**config.mk**
```make
export PLATFORM = sky130hd
export DESIGN_NAME = cfhp_parser
export DESIGN_NICKNAME = d
export VERILOG_FILES = /design/src/rtl/cfhp_pkg.sv /design/src/rtl/cfhp_parser.sv
export SDC_FILE = /design/constraint.sdc
export NUM_CORES = 1
export LEC_CHECK = 0
export ABC_AREA = 1
export BUFFER_PORTS_ARGS = -buffer_cell sky130_fd_sc_hd__buf_2
export CAP_MARGIN = 20
export CORE_UTILIZATION = 30
export DETAILED_ROUTE_END_ITERATION = 12
export GPL_ROUTABILITY_DRIVEN = 0
export GPL_TIMING_DRIVEN = 0
export HOLD_SLACK_MARGIN = 0.1
export PLACE_DENSITY = 0.44
export SLEW_MARGIN = 10
export SYNTH_ARGS = -nofsm -noshare
export SYNTH_HDL_FRONTEND = slang
export SYNTH_SLANG_ARGS = --single-unit
```
**constraint.sdc**
```tcl
create_clock -name clock_i -period 2.8 [get_ports clock_i]
set_input_delay 0.42 -clock clock_i [delete_from_list [all_inputs] [get_ports clock_i]]
set_output_delay 0.42 -clock clock_i [all_outputs]
set_load 0.05 [all_outputs]
```
**src/rtl/cfhp_pkg.sv**
```systemverilog
// Package for the coded speech frame header parser.
// Assumes one 100 MHz clock domain; offsets are Avalon-MM byte addresses.
package cfhp_pkg;
    // Clock rate
    localparam int CLK_MHZ = 100;
    // Frame sizes in bits, one per supported rate
    localparam logic [9:0] LEN_2P8  = 10'h038;  // 56 bits
    localparam logic [9:0] LEN_7P2  = 10'h090;  // 144 bits
    localparam logic [9:0] LEN_8P0  = 10'h0A0;  // 160 bits
    localparam logic [9:0] LEN_9P6  = 10'h0C0;  // 192 bits
    localparam logic [9:0] LEN_13P2 = 10'h108;  // 264 bits
    localparam logic [9:0] LEN_24P4 = 10'h1E8;  // 488 bits
    localparam int         MEM_BITS = 512;
    // Rate codes as reported in the result register
    localparam logic [2:0] RATE_NONE = 3'h0;
    localparam logic [2:0] RATE_2P8  = 3'h1;
    localparam logic [2:0] RATE_7P2  = 3'h2;
    localparam logic [2:0] RATE_8P0  = 3'h3;
    localparam logic [2:0] RATE_9P6  = 3'h4;
    localparam logic [2:0] RATE_13P2 = 3'h5;
    localparam logic [2:0] RATE_24P4 = 3'h6;
    // Core codes
    localparam logic [1:0] CORE_LP   = 2'h0;
    localparam logic [1:0] CORE_HQ   = 2'h1;
    localparam logic [1:0] CORE_EXC  = 2'h2;
    localparam logic [1:0] CORE_NONE = 2'h3;
    // Joint index and class codes that select a transform core
    localparam logic [3:0] JOINT_HQ_CODE  = 4'hF;
    localparam logic [2:0] CLS96_EXC_CODE = 3'h7;
    localparam logic [4:0] IDX13_XFM_MIN  = 5'h1C;
    // Register byte offsets
    localparam logic [4:0] OFS_CTRL   = 5'h00;
    localparam logic [4:0] OFS_STATUS = 5'h04;
    localparam logic [4:0] OFS_RESULT = 5'h08;
    localparam logic [4:0] OFS_FIELDS = 5'h0C;
    localparam logic [4:0] OFS_FRAMES = 5'h10;
    localparam logic [4:0] OFS_ERRORS = 5'h14;
    // Field positions and reset values
    localparam int         CTRL_EN_BIT   = 0;
    localparam int         STAT_BUSY_BIT = 0;
    localparam int         STAT_ERR_BIT  = 1;
    localparam logic       CTRL_EN_RST   = 1'b1;
    // Payload FIFO shape
    localparam int         FIFO_W = 9;
    localparam int         FIFO_D = 8;
    // Parser states
    typedef enum logic [1:0] {ST_RECV, ST_DECODE, ST_EMIT} cfhp_state_e;
endpackage : cfhp_pkg

```
**src/rtl/cfhp_parser.sv**
```systemverilog
// Frame header parser with payload FIFO and Avalon-MM register slave.
// Assumes the encoder stream and the bus master run on clock_i.
`timescale 1ns/1ps

// Synchronous FIFO with valid and ready on both sides
module cfhp_fifo #(
    parameter int W = 9,
    parameter int D = 8
) (
    input  wire logic         clock_i,
    input  wire logic         nrst_i,
    input  wire logic [W-1:0] in_data_i,
    input  wire logic         in_valid_i,
    output logic              in_ready_o,
    output logic      [W-1:0] out_data_o,
    output logic              out_valid_o,
    input  wire logic         out_ready_i
);
    localparam int AW = $clog2(D);
    logic [W-1:0] mem_r [0:D-1];
    logic [AW:0]  cnt_r;
    logic [AW-1:0] wp_r, rp_r;
    logic          push, pop;

    assign in_ready_o  = (cnt_r != D[AW:0]);
    assign out_valid_o = (cnt_r != '0);
    assign out_data_o  = mem_r[rp_r];
    assign push = in_valid_i && in_ready_o;
    assign pop  = out_valid_o && out_ready_i;

    // Storage
    always_ff @(posedge clock_i) begin
        if (push) begin
            mem_r[wp_r] <= in_data_i;
        end
    end

    // Pointers and fill count
    always_ff @(posedge clock_i or negedge nrst_i) begin
        if (!nrst_i) begin
            wp_r  <= '0;
            rp_r  <= '0;
            cnt_r <= '0;
        end else begin
            if (push) wp_r <= (wp_r == AW'(D - 1)) ? '0 : wp_r + 1'b1;
            if (pop) rp_r <= (rp_r == AW'(D - 1)) ? '0 : rp_r + 1'b1;
            cnt_r <= cnt_r + {{AW{1'b0}}, push} - {{AW{1'b0}}, pop};
        end
    end
endmodule : cfhp_fifo

module cfhp_parser (
    input  wire logic        clock_i,
    input  wire logic        nrst_i,
    // Avalon-MM slave
    input  wire logic [4:0]  avs_address_i,
    input  wire logic        avs_read_i,
    input  wire logic        avs_write_i,
    input  wire logic [31:0] avs_writedata_i,
    input  wire logic [3:0]  avs_byteenable_i,
    output logic      [31:0] avs_readdata_o,
    output logic             avs_waitrequest_o,
    // Serial coded-parameter stream
    input  wire logic        rx_bit_i,
    input  wire logic        rx_valid_i,
    input  wire logic        rx_last_i,
    output logic             rx_ready_o,
    // Payload bytes, first bit in bit 7, flag in bit 8 marks the last byte
    output logic [8:0]       pl_data_o,
    output logic             pl_valid_o,
    input  wire logic        pl_ready_i,
    // Decoded header of the latest frame
    output logic [2:0]       rate_o,
    output logic [1:0]       core_o,
    output logic             hdr_valid_o
);
    cfhp_pkg::cfhp_state_e state_r;
    logic       mem_r [0:cfhp_pkg::MEM_BITS-1];
    logic [9:0] len_r, ptr_r;
    logic       ovf_r, en_r, err_r, ack_r;
    logic [7:0] acc_r;
    logic [2:0] nb_r;
    logic       pend_r, plast_r, fin;
    logic [31:0] frames_r, errors_r;
    logic [2:0] rate_r;
    logic [1:0] core_r, tcls_r;
    logic [3:0] band_r, hlen_r;
    logic [4:0] cls_r;
    logic       act_r, prev_r, r16_r, fifo_rdy, take;
    logic [7:0] h;
    // Decode results
    logic [2:0] d_rate;
    logic [1:0] d_core, d_tcls;
    logic [3:0] d_band, d_len;
    logic [4:0] d_cls;
    logic       d_act, d_prev, d_r16, d_ok;

    // Field of n bits, first received bit becomes the MSB
    function automatic logic [4:0] fld(input logic [7:0] hb, input int s, input int n);
        logic [4:0] v;
        v = '0;
        for (int i = 0; i < 5; i++) begin
            if (i < n) v = {v[3:0], hb[s + i]};
        end
        return v;
    endfunction : fld

    assign take = rx_valid_i && rx_ready_o;
    assign rx_ready_o = (state_r == cfhp_pkg::ST_RECV);
    for (genvar g = 0; g < 8; g++) begin : g_hdr
        assign h[g] = mem_r[g];
    end

    // Bit store for the frame being received
    always_ff @(posedge clock_i) begin
        if (take && !len_r[9]) begin
            mem_r[len_r[8:0]] <= rx_bit_i;
        end
    end

    // Header decode from frame size and leading bits
    always_comb begin
        d_rate = cfhp_pkg::RATE_NONE;
        d_core = cfhp_pkg::CORE_NONE;
        d_band = '0;
        d_cls  = '0;
        d_tcls = '0;
        d_len  = '0;
        d_act  = 1'b1;
        d_prev = 1'b0;
        d_r16  = 1'b0;
        d_ok   = !ovf_r;
        case (len_r)
            cfhp_pkg::LEN_2P8: begin
                d_rate = cfhp_pkg::RATE_2P8;
                d_act  = h[0];
                d_core = h[0] ? cfhp_pkg::CORE_LP : cfhp_pkg::CORE_NONE;
                d_cls  = {4'h0, h[1]};
                d_band = {3'h0, h[2]};
                d_len  = 4'h3;
            end
            cfhp_pkg::LEN_7P2, cfhp_pkg::LEN_8P0: begin
                d_rate = (len_r == cfhp_pkg::LEN_7P2) ? cfhp_pkg::RATE_7P2
                                                       : cfhp_pkg::RATE_8P0;
                d_band = 4'(fld(h, 0, 4));
                d_cls  = fld(h, 0, 4);
                d_core = (d_band == cfhp_pkg::JOINT_HQ_CODE) ? cfhp_pkg::CORE_HQ
                                                              : cfhp_pkg::CORE_LP;
                d_len  = 4'h4;
            end
            cfhp_pkg::LEN_9P6: begin
                d_rate = cfhp_pkg::RATE_9P6;
                d_band = {2'h0, 2'(fld(h, 0, 2))};
                d_cls  = fld(h, 2, 3);
                d_core = (d_cls[2:0] == cfhp_pkg::CLS96_EXC_CODE) ? cfhp_pkg::CORE_EXC
                                                                   : cfhp_pkg::CORE_LP;
                d_len  = 4'h5;
            end
            cfhp_pkg::LEN_13P2: begin
                d_rate = cfhp_pkg::RATE_13P2;
                d_cls  = fld(h, 0, 5);
                d_band = d_cls[3:0];
                d_core = cfhp_pkg::CORE_LP;
                d_len  = 4'h5;
                if (d_cls >= cfhp_pkg::IDX13_XFM_MIN) begin
                    d_core = h[5] ? cfhp_pkg::CORE_EXC : cfhp_pkg::CORE_HQ;
                    d_len  = 4'h6;
                    if (h[5]) begin
                        d_tcls = 2'(fld(h, 6, 2));
                        d_len  = 4'h8;
                    end
                end
            end
            cfhp_pkg::LEN_24P4: begin
                d_rate = cfhp_pkg::RATE_24P4;
                d_band = {2'h0, 2'(fld(h, 0, 2))};
                if (!h[3]) begin
                    d_core = cfhp_pkg::CORE_LP;
                    d_cls  = fld(h, 4, 2);
                    d_len  = 4'h6;
                end else if (h[4]) begin
                    d_core = cfhp_pkg::CORE_EXC;
                    d_tcls = 2'(fld(h, 5, 2));
                    d_len  = 4'h7;
                end else begin
                    d_core = cfhp_pkg::CORE_HQ;
                    d_prev = h[5];
                    d_r16  = h[5] & h[6];
                    d_len  = h[5] ? 4'h7 : 4'h6;
                end
            end
            default: d_ok = 1'b0;
        endcase
    end

    // Frame sequencing
    always_ff @(posedge clock_i or negedge nrst_i) begin
        if (!nrst_i) begin
            state_r <= cfhp_pkg::ST_RECV;
        end else begin
            case (state_r)
                cfhp_pkg::ST_RECV:   if (take && rx_last_i) state_r <= cfhp_pkg::ST_DECODE;
                cfhp_pkg::ST_DECODE: state_r <= (d_ok && d_act && en_r) ? cfhp_pkg::ST_EMIT
                                                                       : cfhp_pkg::ST_RECV;
                cfhp_pkg::ST_EMIT:   if (fin) state_r <= cfhp_pkg::ST_RECV;
                default:             state_r <= cfhp_pkg::ST_RECV;
            endcase
        end
    end

    // Receive length counter, kept until the payload is out; too long a frame is flagged
    always_ff @(posedge clock_i or negedge nrst_i) begin
        if (!nrst_i) begin
            len_r <= '0;
            ovf_r <= 1'b0;
        end else if ((state_r == cfhp_pkg::ST_DECODE && !(d_ok && d_act && en_r)) || fin) begin
            len_r <= '0;
            ovf_r <= 1'b0;
        end else if (take) begin
            if (len_r[9]) ovf_r <= 1'b1;
            else len_r <= len_r + 10'h001;
        end
    end

    // Latch decoded header
    always_ff @(posedge clock_i or negedge nrst_i) begin
        if (!nrst_i) begin
            rate_r <= cfhp_pkg::RATE_NONE;
            core_r <= cfhp_pkg::CORE_NONE;
            band_r <= '0;
            cls_r  <= '0;
            tcls_r <= '0;
            hlen_r <= '0;
            act_r  <= 1'b0;
            prev_r <= 1'b0;
            r16_r  <= 1'b0;
        end else if (state_r == cfhp_pkg::ST_DECODE) begin
            rate_r <= d_rate;
            core_r <= d_core;
            band_r <= d_band;
            cls_r  <= d_cls;
            tcls_r <= d_tcls;
            hlen_r <= d_len;
            act_r  <= d_act;
            prev_r <= d_prev;
            r16_r  <= d_r16;
        end
    end

    // Payload packing, stalls while the FIFO is full
    assign fin = pend_r && plast_r && fifo_rdy;
    always_ff @(posedge clock_i or negedge nrst_i) begin
        if (!nrst_i) begin
            ptr_r   <= '0;
            acc_r   <= '0;
            nb_r    <= '0;
            pend_r  <= 1'b0;
            plast_r <= 1'b0;
        end else if (state_r == cfhp_pkg::ST_DECODE) begin
            ptr_r <= {6'h00, d_len};
            nb_r  <= '0;
        end else if (state_r == cfhp_pkg::ST_EMIT) begin
            if (pend_r) begin
                if (fifo_rdy) pend_r <= 1'b0;
            end else begin
                acc_r   <= {acc_r[6:0], mem_r[ptr_r[8:0]]};
                ptr_r   <= ptr_r + 10'h001;
                nb_r    <= nb_r + 3'h1;
                plast_r <= (ptr_r == len_r - 10'h001);
                if (nb_r == 3'h7 || ptr_r == len_r - 10'h001) pend_r <= 1'b1;
            end
        end
    end

    // Left-align a short last byte
    logic [7:0] out_byte;
    assign out_byte = acc_r << (3'h0 - nb_r);

    cfhp_fifo #(
        .W (cfhp_pkg::FIFO_W),
        .D (cfhp_pkg::FIFO_D)
    ) u_fifo (
        .clock_i     (clock_i),
        .nrst_i      (nrst_i),
        .in_data_i   ({plast_r, out_byte}),
        .in_valid_i  (pend_r),
        .in_ready_o  (fifo_rdy),
        .out_data_o  (pl_data_o),
        .out_valid_o (pl_valid_o),
        .out_ready_i (pl_ready_i)
    );

    // Frame and error counters; error flag set wins over clear
    always_ff @(posedge clock_i or negedge nrst_i) begin
        if (!nrst_i) begin
            frames_r <= '0;
            errors_r <= '0;
            err_r    <= 1'b0;
        end else begin
            if (state_r == cfhp_pkg::ST_DECODE) begin
                frames_r <= frames_r + 32'h1;
                if (!d_ok) errors_r <= errors_r + 32'h1;
            end
            if (state_r == cfhp_pkg::ST_DECODE && !d_ok) err_r <= 1'b1;
            else if (avs_write_i && ack_r && avs_address_i == cfhp_pkg::OFS_STATUS
                     && avs_byteenable_i[0] && avs_writedata_i[cfhp_pkg::STAT_ERR_BIT])
                err_r <= 1'b0;
        end
    end

    // Bus slave: one wait cycle, then answer
    assign avs_waitrequest_o = (avs_read_i || avs_write_i) && !ack_r;
    always_ff @(posedge clock_i or negedge nrst_i) begin
        if (!nrst_i) begin
            ack_r          <= 1'b0;
            en_r           <= cfhp_pkg::CTRL_EN_RST;
            avs_readdata_o <= '0;
        end else begin
            ack_r <= (avs_read_i || avs_write_i) && !ack_r;
            if (avs_write_i && ack_r && avs_address_i == cfhp_pkg::OFS_CTRL
                && avs_byteenable_i[0])
                en_r <= avs_writedata_i[cfhp_pkg::CTRL_EN_BIT];
            if (avs_read_i && !ack_r) begin
                case (avs_address_i)
                    cfhp_pkg::OFS_CTRL:   avs_readdata_o <= {31'h0, en_r};
                    cfhp_pkg::OFS_STATUS: avs_readdata_o <= {30'h0, err_r,
                                                             state_r != cfhp_pkg::ST_RECV};
                    cfhp_pkg::OFS_RESULT: avs_readdata_o <= {22'h0, hlen_r, act_r,
                                                             core_r, rate_r};
                    cfhp_pkg::OFS_FIELDS: avs_readdata_o <= {20'h0, r16_r, prev_r, tcls_r,
                                                             cls_r[3:0], band_r};
                    cfhp_pkg::OFS_FRAMES: avs_readdata_o <= frames_r;
                    cfhp_pkg::OFS_ERRORS: avs_readdata_o <= errors_r;
                    default:              avs_readdata_o <= 32'h0;
                endcase
            end
        end
    end

    assign rate_o      = rate_r;
    assign core_o      = core_r;
    assign hdr_valid_o = (rate_r != cfhp_pkg::RATE_NONE);

    wire dec = (state_r == cfhp_pkg::ST_DECODE);
endmodule : cfhp_parser

```
Word-level counts from Yosys, hierarchy flattened
Memories as Yosys holds them, arrays and structs flattened. A register that Yosys moved wholly into a read port is not among the register bits.
Cells that the tools add are included.
W data, S select, Z words.
{"block": "classes", "reduce_logical": 47, "magnitude_cmp": 1, "n_mux": 63, "n_addsub": 11, "shift": 1, "n_bitwise": 4, "eq_ne": 24}
{"cell": "$pmux W32 S6", "n": 1}
{"cell": "$add A32 B1 Y32 const B", "n": 2}
{"cell": "$mux W10", "n": 6}
{"cell": "$pmux W4 S5", "n": 2}
{"cell": "$eq A10 B8 Y1 const B", "n": 3}
{"cell": "$mux W2", "n": 14}
{"cell": "$mux W1", "n": 25}
{"cell": "$add A10 B1 Y10 const B", "n": 2}
{"cell": "$eq A10 B9 Y1 const B", "n": 2}
{"cell": "$logic_and A1 B1 Y1", "n": 19}
{"cell": "$mux W4", "n": 4}
{"cell": "$pmux W4 S4", "n": 1}
{"cell": "$mux W3", "n": 5}
{"cell": "$pmux W3 S5", "n": 1}
{"cell": "$eq A3 B3 Y1 const B", "n": 4}
{"cell": "$reduce_and A2 Y1", "n": 6}
{"cell": "$eq A10 B10 Y1", "n": 1}
{"cell": "$eq A10 B6 Y1 const B", "n": 1}
{"cell": "$eq A5 B4 Y1 const B", "n": 2}
{"cell": "$eq A5 B5 Y1 const B", "n": 2}
{"cell": "$pmux W2 S5", "n": 1}
{"cell": "$reduce_bool A2 Y1", "n": 5}
{"cell": "$sub A10 B1 Y10 const B", "n": 1}
{"cell": "$add A3 B1 Y3 const B", "n": 3}
{"cell": "26 further kinds", "n": 38}
{"block": "totals", "mem_bits_rw": 584, "out_inout_bits": 50, "in_bits": 49, "memories": 2, "ff_bits": 167, "elab_cells": 180}
{"name": "mem_r", "words": 512, "word_bits": 1, "read_ports": 9, "rd_clocked_by_memory_dff": 1, "write_ports": 1, "line": "cfhp_parser.sv:78", "text": "logic mem_r [0:cfhp_pkg::MEM_BITS-1];"}
{"name": "u_fifo.mem_r", "words": 8, "word_bits": 9, "read_ports": 1, "rd_clocked_by_memory_dff": 0, "write_ports": 1, "line": "cfhp_parser.sv:20", "text": "logic [W-1:0] mem_r [0:D-1];"}

Depth between registers and ports, before layout
Gate-level depths: netlist of run 1.
{"block": "logic_depth", "word_depth": 10, "mapped_depth": 18, "depth_no_buf": 17}

Hierarchy
Synthesis of run 1 repeated with hierarchy kept, for this count alone.
{"block": "hier_totals", "hier_cells": 3923, "hier_area_um2": 35854.4}
{"module": "cfhp_parser", "seq_area_each_um2": 19307.3, "area_each_um2": 32069.5, "instances": 1, "cells_each": 3541}
{"module": "cfhp_fifo", "seq_area_each_um2": 2412.3, "area_each_um2": 3784.9, "instances": 1, "cells_each": 382}

Least setup slack after synthesis of run 1
No wires, ideal clock.
{"block": "synth_path", "path_type": "flip-flop to flip-flop", "startpoint": "register state_r[0]", "endpoint": "memory mem_r[111] (enable)", "arrival_ns": 2.446, "required_time_ns": 2.500, "stages_incl_launch_ff": 10, "path_buffers": 1, "setup_ns": 0.300, "period_less_slack_ns": 2.746, "slack_ns": 0.054, "path_cell_list": "dfrtp_1 -> inv_1 -> ha_1 -> nand2_1 -> nor2_4 -> clkinv_1 -> nor2_2 -> nand2_1 -> clkbuf_1 -> nor2_1"}
{"block": "synth_via", "elab_chain_cells": 5}
{"item": "from (decl)", "line": "cfhp_parser.sv:77", "text": "cfhp_pkg::cfhp_state_e state_r;"}
{"item": "from (signal assigned)", "line": "cfhp_parser.sv:199", "text": "state_r <= cfhp_pkg::ST_RECV;"}
{"item": "from (signal assigned)", "line": "cfhp_parser.sv:202", "text": "cfhp_pkg::ST_RECV: if (take && rx_last_i) state_r <= cfhp_pkg::ST_DECODE;"}
{"item": "from (signal assigned)", "line": "cfhp_parser.sv:203", "text": "cfhp_pkg::ST_DECODE: state_r <= (d_ok && d_act && en_r) ? cfhp_pkg::ST_EMIT"}
{"item": "$logic_not A2 Y1", "line": "cfhp_parser.sv:109", "text": "assign rx_ready_o = (state_r == cfhp_pkg::ST_RECV);"}
{"item": "named net rx_ready_o", "line": "cfhp_parser.sv:67", "text": "output logic rx_ready_o,"}
{"item": "$logic_and A1 B1 Y1", "line": "cfhp_parser.sv:108", "text": "assign take = rx_valid_i && rx_ready_o;"}
{"item": "$logic_and A1 B1 Y1", "line": "cfhp_parser.sv:116", "text": "if (take && !len_r[9]) begin"}
{"item": "$mux W1", "line": "cfhp_parser.sv:116"}
{"item": "$mux W1 (not written as such)", "line": "cfhp_parser.sv:117", "text": "mem_r[len_r[8:0]] <= rx_bit_i;"}
{"item": "to (decl)", "line": "cfhp_parser.sv:78"}
The timed path passes the listed nets, and every way through them passes these cells.

==> impl_metrics.yaml, run 1 <==
timing:
  setup_viol: 1
  slew_violations: 0
  worst_slew_pin_slew_ns: 0.960
  timing.slew.headroom: 0.358
  layout_setup_ws_ns: -0.0712
  max_freq_mhz: 348
  final.min_clock_period_ns: 2.87
  timing_hold_violations_final: 0
  rsz0062_at_grt: "true"
  fin_crit_sh: 1.03
  fin_skew_ns: 0.0383
  holdWs_ns: 0.149
pwr:
  p_sw_uw: 13900
  clockPowerShare: 0.323
  intPower_uw: 21900
  seqPwrFrac: 0.354
  ir_drop_uv: 507
  p_sw_frac: 0.388
  p_leak_uw: 0.0155
  p_per_area_nw_per_um2: 859
  combinationalPowerShare: 0.323
global_route:
  grt_start_max_net_pins: 139
  antenna_found_initial: 2
  grt_pass1_wl_um: 198000
  grt_overflow: 0
  grt_pass1_vias: 27100
  grt.total_usage: 0.231
final_layout:
  final_cell_mix: "913 x nor2_1, 753 x nand2_1, 584 x edfxtp_1"
  layout_commonest_cell: "nor2_1"
  drive_above_1_share: 0.115
  fin_nets: 4080
  fin_util: 0.357
  area_growth_pct: 17.7
  instances_no_fill: 5605
  final_cell_area_sq_um: 41600
clock_tree:
  cts_tree: "built"
  ctsHtreeMaxLevel: 3
  cts-root-buf: "clkbuf_16"
  clock_latency_ns: 0.70
  cts.clk_slew.worst_paths_ns: 0.06
  cts_buffer_depth: 3
  clock_sinks: 751
  cts_buffers: 90
placed_design:
  portBuffers: 65
  dp_worst_setup_slack_ns: -1.14
  dp_hpwl_um: 94000
  place_inst: 5422
  placed_cell_area_sq_um: 37900
logic_synthesis:
  synthCells: 3820
  yosys.area.top_type: "edfxtp_1"
  syn-mean-instance-area_sq_um: 9.26
  yosysWarnings: 0
  synth_area_sq_um: 35400
  synth.top_cell.area_share: 0.496
  synth_area_leaders: "edfxtp_1 50%, dfrtp_1 12%, nor2_1 9.8%, nand2_1 8.1%, o21ai_0 4.0%"
  synth-async-reset-ratio: 0.222
  ys_seq_elements: 751
  synth_ff_type: "edfxtp_1"
  synth_edf_count: 584
  synth.distinct_cells: 55
  ys_seq_area_frac: 0.614
  syn_nets: 3894
route:
  wirelength_um: 140000
  drtIter0Drc: 3397
  wire_per_inst_um: 25.0
  ant_nets: 0
  vias: 28600
  drt-vias-per-instance: 5.10
  drc: 0
  first_pass_iters: 6
die:
  initial_utilization: 0.304
  rows: 125
  core_area_sq_um: 117000
  die_area_sq_um: 119000
  ios: 99
  die_x_um: 345
  die_h_um: 345
setup_path:
  cp-start-kind: "flip-flop"
  crit_fanout: 10
  cp.arrival_ns: 3.48
  path_class: "flip-flop to flip-flop"
  critPathCaptureType: "flip-flop"
  critPathRequiredTime_ns: 3.41
hold_path:
  min_path_type: "input pin to flip-flop"
job:
  cap_violations: 0
status:
  violations: "negative setup slack"
  status: "finished with violations"
[synthesized netlist by cell type (4+ instances only)]
cell      number
inv_2          9
clkinv_1       6
nor2_1       922
buf_2         31
buf_1         12
o21ai_0      286
xor2_1        63
o211ai_1      29
nand2_4        8
edfxtp_1     584
nor4_1        11
nor2_4        10
clkbuf_1     174
or2_2          4
a211oi_1       4
nor2_2        10
xnor2_1       13
o21ai_1       18
nand2_1      767
dfrtp_1      164
inv_1        257
o22ai_1       55
nand4_1       17
nor3_1        50
nand3_1      195
a31oi_1       11
a21oi_1       43
ha_1          24
a22o_1         5
[per-stage QoR]
| stage | TNS (ns) | power (uW) |
|---|---|---|
| 2_1_floorplan | 0 | 18400 |
| 4_1_cts | -0.205 | 35300 |
| 6_report | -0.0712 | 35800 |
| 3_3_place_gp | -3221.51 | 23400 |
| 5_1_grt | -0.0440 | 37000 |
| 3_5_place_dp | -286.02 | 23500 |
[state kept, by name, indices dropped and copies added, names as in the netlist, 8 cells and up]
signal / flops
mem_r: 512
u_fifo.mem_r: 72
avs_readdata_o: 32
errors_r: 32
frames_r: 32
len_r: 10
ptr_r: 10
acc_r: 8
[routing by layer]
| layer | global-route usage | vias to the layer above | share of wire |
|---|---|---|---|
| met3 | 0.0433 | 257 | 0.081 |
| li1 | - | 13000 | - |
| met4 | 0.0887 | 2 | 0.042 |
| met1 | 0.315 | 14100 | 0.43 |
| met5 | 0 | - | 0.00014 |
| met2 | 0.363 | 1185 | 0.45 |
[power by group through the flow]
stage / sequential, uW / clock (uW) / combinational, uW
2_1_floorplan: 12800 / 0 / 5590
3_3_place_gp: 12900 / 0 / 10500
3_5_place_dp: 12900 / 0 / 10600
4_1_cts: 12700 / 11700 / 11000
5_1_grt: 12700 / 12100 / 12200
6_report: 12700 / 11500 / 11600
[worst paths after layout]
path | end | from | cells after the start | slack [ns]
min in group asynchronous | avs_readdata_o[14]$_DFFE_PN0P_ | nrst_i | 2 | 0.23
hold / removal | err_r$_DFFE_PN0P_ | avs_address_i[4] | 5 | 0.15
max in group asynchronous | ptr_r[3]$_DFFE_PN0P_ | nrst_i | 3 | 1.84
hold reg to reg | frames_r[31]$_DFFE_PN0P_ | frames_r[31]$_DFFE_PN0P_ | 1 | 0.47
setup reg to reg | acc_r[0]$_DFFE_PN0P_ | ptr_r[3]$_DFFE_PN0P_ | 11 | -0.07
setup / recovery | acc_r[0]$_DFFE_PN0P_ | ptr_r[3]$_DFFE_PN0P_ | 11 | -0.07
[final cells by class]
class / instances / area (sq um)
Antenna cell: 1 / 2.50
Buffer: 219 / 1380
Clock buffer: 125 / 2520
Clock inverter: 41 / 310
Fill cell: 12200 / 74900
Inverter: 273 / 1050
Multi-Input combinational cell: 2575 / 12000
Sequential cell: 751 / 21700
Tap cell: 1524 / 1910
Timing Repair Buffer: 96 / 797
[cells by family (layout without fill, tap and decap cells)]
family	count (synthesis)	after routing	share of synthesized area
XOR/XNOR	76	76	0.0188
adder cells (fa/ha/maj)	25	25	0.00905
buffers and inverters	494	754	0.0542
other	0	1	0
multiplexers	3	3	0.000849
flip-flops	751	751	0.614
AO/OA/AOI/OAI	466	466	0.0733
AND/OR/NAND/NOR	2005	2005	0.230
[what timing repair did]
action                                  in CTS  in global routing
endpoints found under the setup margin     526                258
resized for setup                          209                213
endpoints found under the hold margin      169                  0
pin swaps                                    1                  1
buffers inserted                             3                  6
gates cloned                                 0                  0
hold buffers                                 9                  0
[worst max-delay path, stage by stage, from the launching register on]
cell and delay, ns:
dfrtp_2 0.46, clkinvlp_4 0.18, buf_4 0.16, clkbuf_1 0.66, nand3_1 0.29, nand2_1 0.20, nand3_1 0.14, nand3_1 0.12
nand3_1 0.20, nand3_1 0.22, nand3_1 0.10, nand2_1 0.07
(Power assumes the default switching activity.)
==> run 2, diff against run 1 <==
- ABC_AREA: 1 -> not set
==> run 2 against run 1 <==
The run still ends with negative setup slack left; highest routed layer is now met4; largest cell class unchanged; clock skew is 0.0014 ns lower; setup slack got worse by 0.22 ns; largest power group unchanged; fmax fell by 7.0%.
==> impl_metrics.yaml, run 2 <==
status:
  status: "finished with violations"
  violations: "negative setup slack"
logic_synthesis:
  synth.top_cell.area_share: 0.522
  synth_top_family_by_area: "simple AND/OR/NAND/NOR gates"
  synth.distinct_cells: 84
  synth_area_leaders: "edfxtp_1 52%, dfrtp_1 12%, mux4_2 9.0%, nor2_1 6.7%, nand2_1 2.0%"
  yosys.area_share.simple: 0.125
  synth_area_sq_um: 33600
  synth_compound_area_frac: 0.0498
  syn-mean-instance-area_sq_um: 13.2
  ys_seq_area_frac: 0.646
  yosysWarnings: 0
  yosysMostFrequentCell: "nor2_1"
  syn_nets: 2627
  synth-async-reset-ratio: 0.222
  synth_ff_type: "edfxtp_1"
  yosys.area.top_type: "edfxtp_1"
  synth-adder-area-share: 0.00953
  ys_seq_elements: 751
  synth_commonest_cells: "602 x nor2_1, 584 x edfxtp_1, 183 x nand2_1"
  synth.area.mux_share: 0.116
  synth_edf_count: 584
  synthCells: 2553
  synth_xor_area_frac: 0.0240
clock_tree:
  cts_buffers: 87
  cts.clk_slew.worst_paths_ns: 0.06
  clock_latency_ns: 0.67
  ctsHtreeMaxLevel: 3
  cts-root-buf: "clkbuf_16"
  cts_tree: "built"
  clock_sinks: 751
  cts_buffer_depth: 3
route:
  drt-vias-per-instance: 5.19
  first_pass_iters: 7
  wirelength_um: 108000
  drtIter0Drc: 2198
  ant_nets: 0
  drc: 0
  wire_per_inst_um: 25.1
  vias: 22400
placed_design:
  portBuffers: 64
  dp_hpwl_um: 72300
setup_path:
  cp.arrival_ns: 3.63
  cp_num_buf_inv: 1
  crit_fanout: 10
  critPathRequiredTime_ns: 3.34
  critPathCaptureType: "flip-flop"
  path_class: "flip-flop to flip-flop"
  crit_chain: "buf_2, or3b_2, o221ai_1, a211oi_4, a311o_1, a41oi_2, a211oi_4, o31ai_1"
  cp-start-kind: "flip-flop"
  crit_path_top_delay_cell: "or3b_2"
  cpMostUsedCell: "a211oi_4"
  slowest_delay_ns: 0.74
  crit_family: "compound AO/OA/AOI/OAI gates"
pwr:
  clockPowerShare: 0.332
  intPower_uw: 23200
  p_sw_frac: 0.324
  power_uw: 34400
  seqPwrFrac: 0.371
  p_sw_uw: 11100
  ir_drop_uv: 514
  p_leak_uw: 0.0135
  combinationalPowerShare: 0.297
  p_per_area_nw_per_um2: 857
die:
  rows: 122
  initial_utilization: 0.303
  ios: 99
  die_x_um: 337
  die_h_um: 337
  core_area_sq_um: 111000
  die_area_sq_um: 113000
final_layout:
  drive_above_1_share: 0.210
  fin_util: 0.362
  seqCellArea_sq_um: 21700
  regMostFlops: "mem_r"
  area_growth_pct: 19.3
  fin_nets: 2831
  final_cell_mix: "596 x nor2_1, 584 x edfxtp_1, 179 x nand2_1"
  reg.largest.list: "mem_r: 512 flops, u_fifo.mem_r: 72 flops"
  largest_reg_flops: 512
  layout_commonest_cell: "nor2_1"
  fill_cells: 10900
  multiInputGateArea_sq_um: 11300
job:
  cap_violations: 0
timing:
  setup_viol: 1
  layout_setup_ws_ns: -0.288
  timing.slew.headroom: 0.210
  fin_skew_ns: 0.0369
  fin_crit_sh: 1.10
  rsz0062_at_grt: "true"
  timing_hold_violations_final: 0
  slew_violations: 0
  max_freq_mhz: 324
  final.min_clock_period_ns: 3.09
  worst_slew_pin_slew_ns: 1.19
global_route:
  grt.total_usage: 0.191
  grt_start_max_net_pins: 161
  antenna_found_initial: 1
  grt_pass1_vias: 22600
  grt_pass1_wl_um: 157000
  grt_overflow: 0
hold_path:
  min_path_type: "input pin to flip-flop"
[run 2: logic make-up after synthesis]
group / after synthesis
compound gates: 250
flops: 751
xor+xnor: 92
simple gates: 987
fa+ha+maj: 25
mux: 220
buf+inv: 228
[run 2: power groups by stage]
stage / Combinational [uW] / Clock (uW) / Sequential (uW)
floorplan: 5470 / 0 / 12900
global placement: 8950 / 0 / 12900
detailed placement: 9060 / 0 / 12900
CTS: 10100 / 11600 / 12700
global route: 10700 / 12100 / 12800
finish: 10200 / 11400 / 12700
[run 2: layer usage]
| metal | part of all wire | global-route usage | routed length, um |
|---|---|---|---|
| met4 | 0.026 | 0.0514 | 2770 |
| met3 | 0.065 | 0.0334 | 7070 |
| met1 | 0.42 | 0.251 | 45400 |
| met5 | 0 | 0 | 0 |
| met2 | 0.49 | 0.325 | 53000 |
[run 2: path summary, 6_finish.rpt]
| kind | startpoint | to | slack [ns] | depth (start not counted) |
|---|---|---|---|---|
| worst max-delay path | ptr_r[3]$_DFFE_PN0P_ | acc_r[0]$_DFFE_PN0P_ | -0.29 | 8 |
| worst min-delay path | avs_write_i | err_r$_DFFE_PN0P_ | 0.16 | 4 |
| worst max register to register | ptr_r[3]$_DFFE_PN0P_ | acc_r[0]$_DFFE_PN0P_ | -0.29 | 8 |
| worst min register to register | ack_r$_DFF_PN0_ | ack_r$_DFF_PN0_ | 0.47 | 1 |
| max in group asynchronous | nrst_i | avs_readdata_o[27]$_DFFE_PN0P_ | 1.52 | 3 |
| min in group asynchronous | nrst_i | u_fifo.rp_r[2]$_DFFE_PN0P_ | 0.36 | 2 |
[run 2: stage by stage]
step                instances  hold WS [ns]  area, sq um  setup TNS (ns)  worst slack, ns
floorplan                2553         0.124        33600               0            0.127
global placement         4105         0.450        35800        -2501.84            -4.04
detailed placement       4123         0.459        36100         -235.95            -1.88
CTS                      4305         0.120        39900          -0.251           -0.251
global route             4315         0.171        40100          -0.893           -0.325
finish                   4317         0.163        40100          -0.288           -0.288
[run 2: repair_timing]
item                                    CTS  global route
pin swaps                                11             4
hold buffers                              6             0
endpoints found under the setup margin  625           505
gates resized for setup                 235            41
cloned                                    1             0
buffers inserted                         24            10
hold endpoints to repair                 83             0
[run 2: area by class of cell]
| cell class | count | area share |
|---|---|---|
| antenna | 2 | 0.000125 |
| buffer | 183 | 0.0329 |
| clock buffer | 111 | 0.0588 |
| clock inverter | 48 | 0.0118 |
| inverter | 35 | 0.00331 |
| multi-input combinational | 1575 | 0.281 |
| sequential | 751 | 0.542 |
| tap | 1488 | 0.0464 |
| timing repair buffer | 124 | 0.0237 |
[run 2: worst min-delay path, delay by kind of cell]
family / cells / cell delay [ns]
and+or+nand+nor: 1 / 0.09
AOI/OAI and AO/OA: 2 / 0.17
buffers and inverters: 1 / 0.10
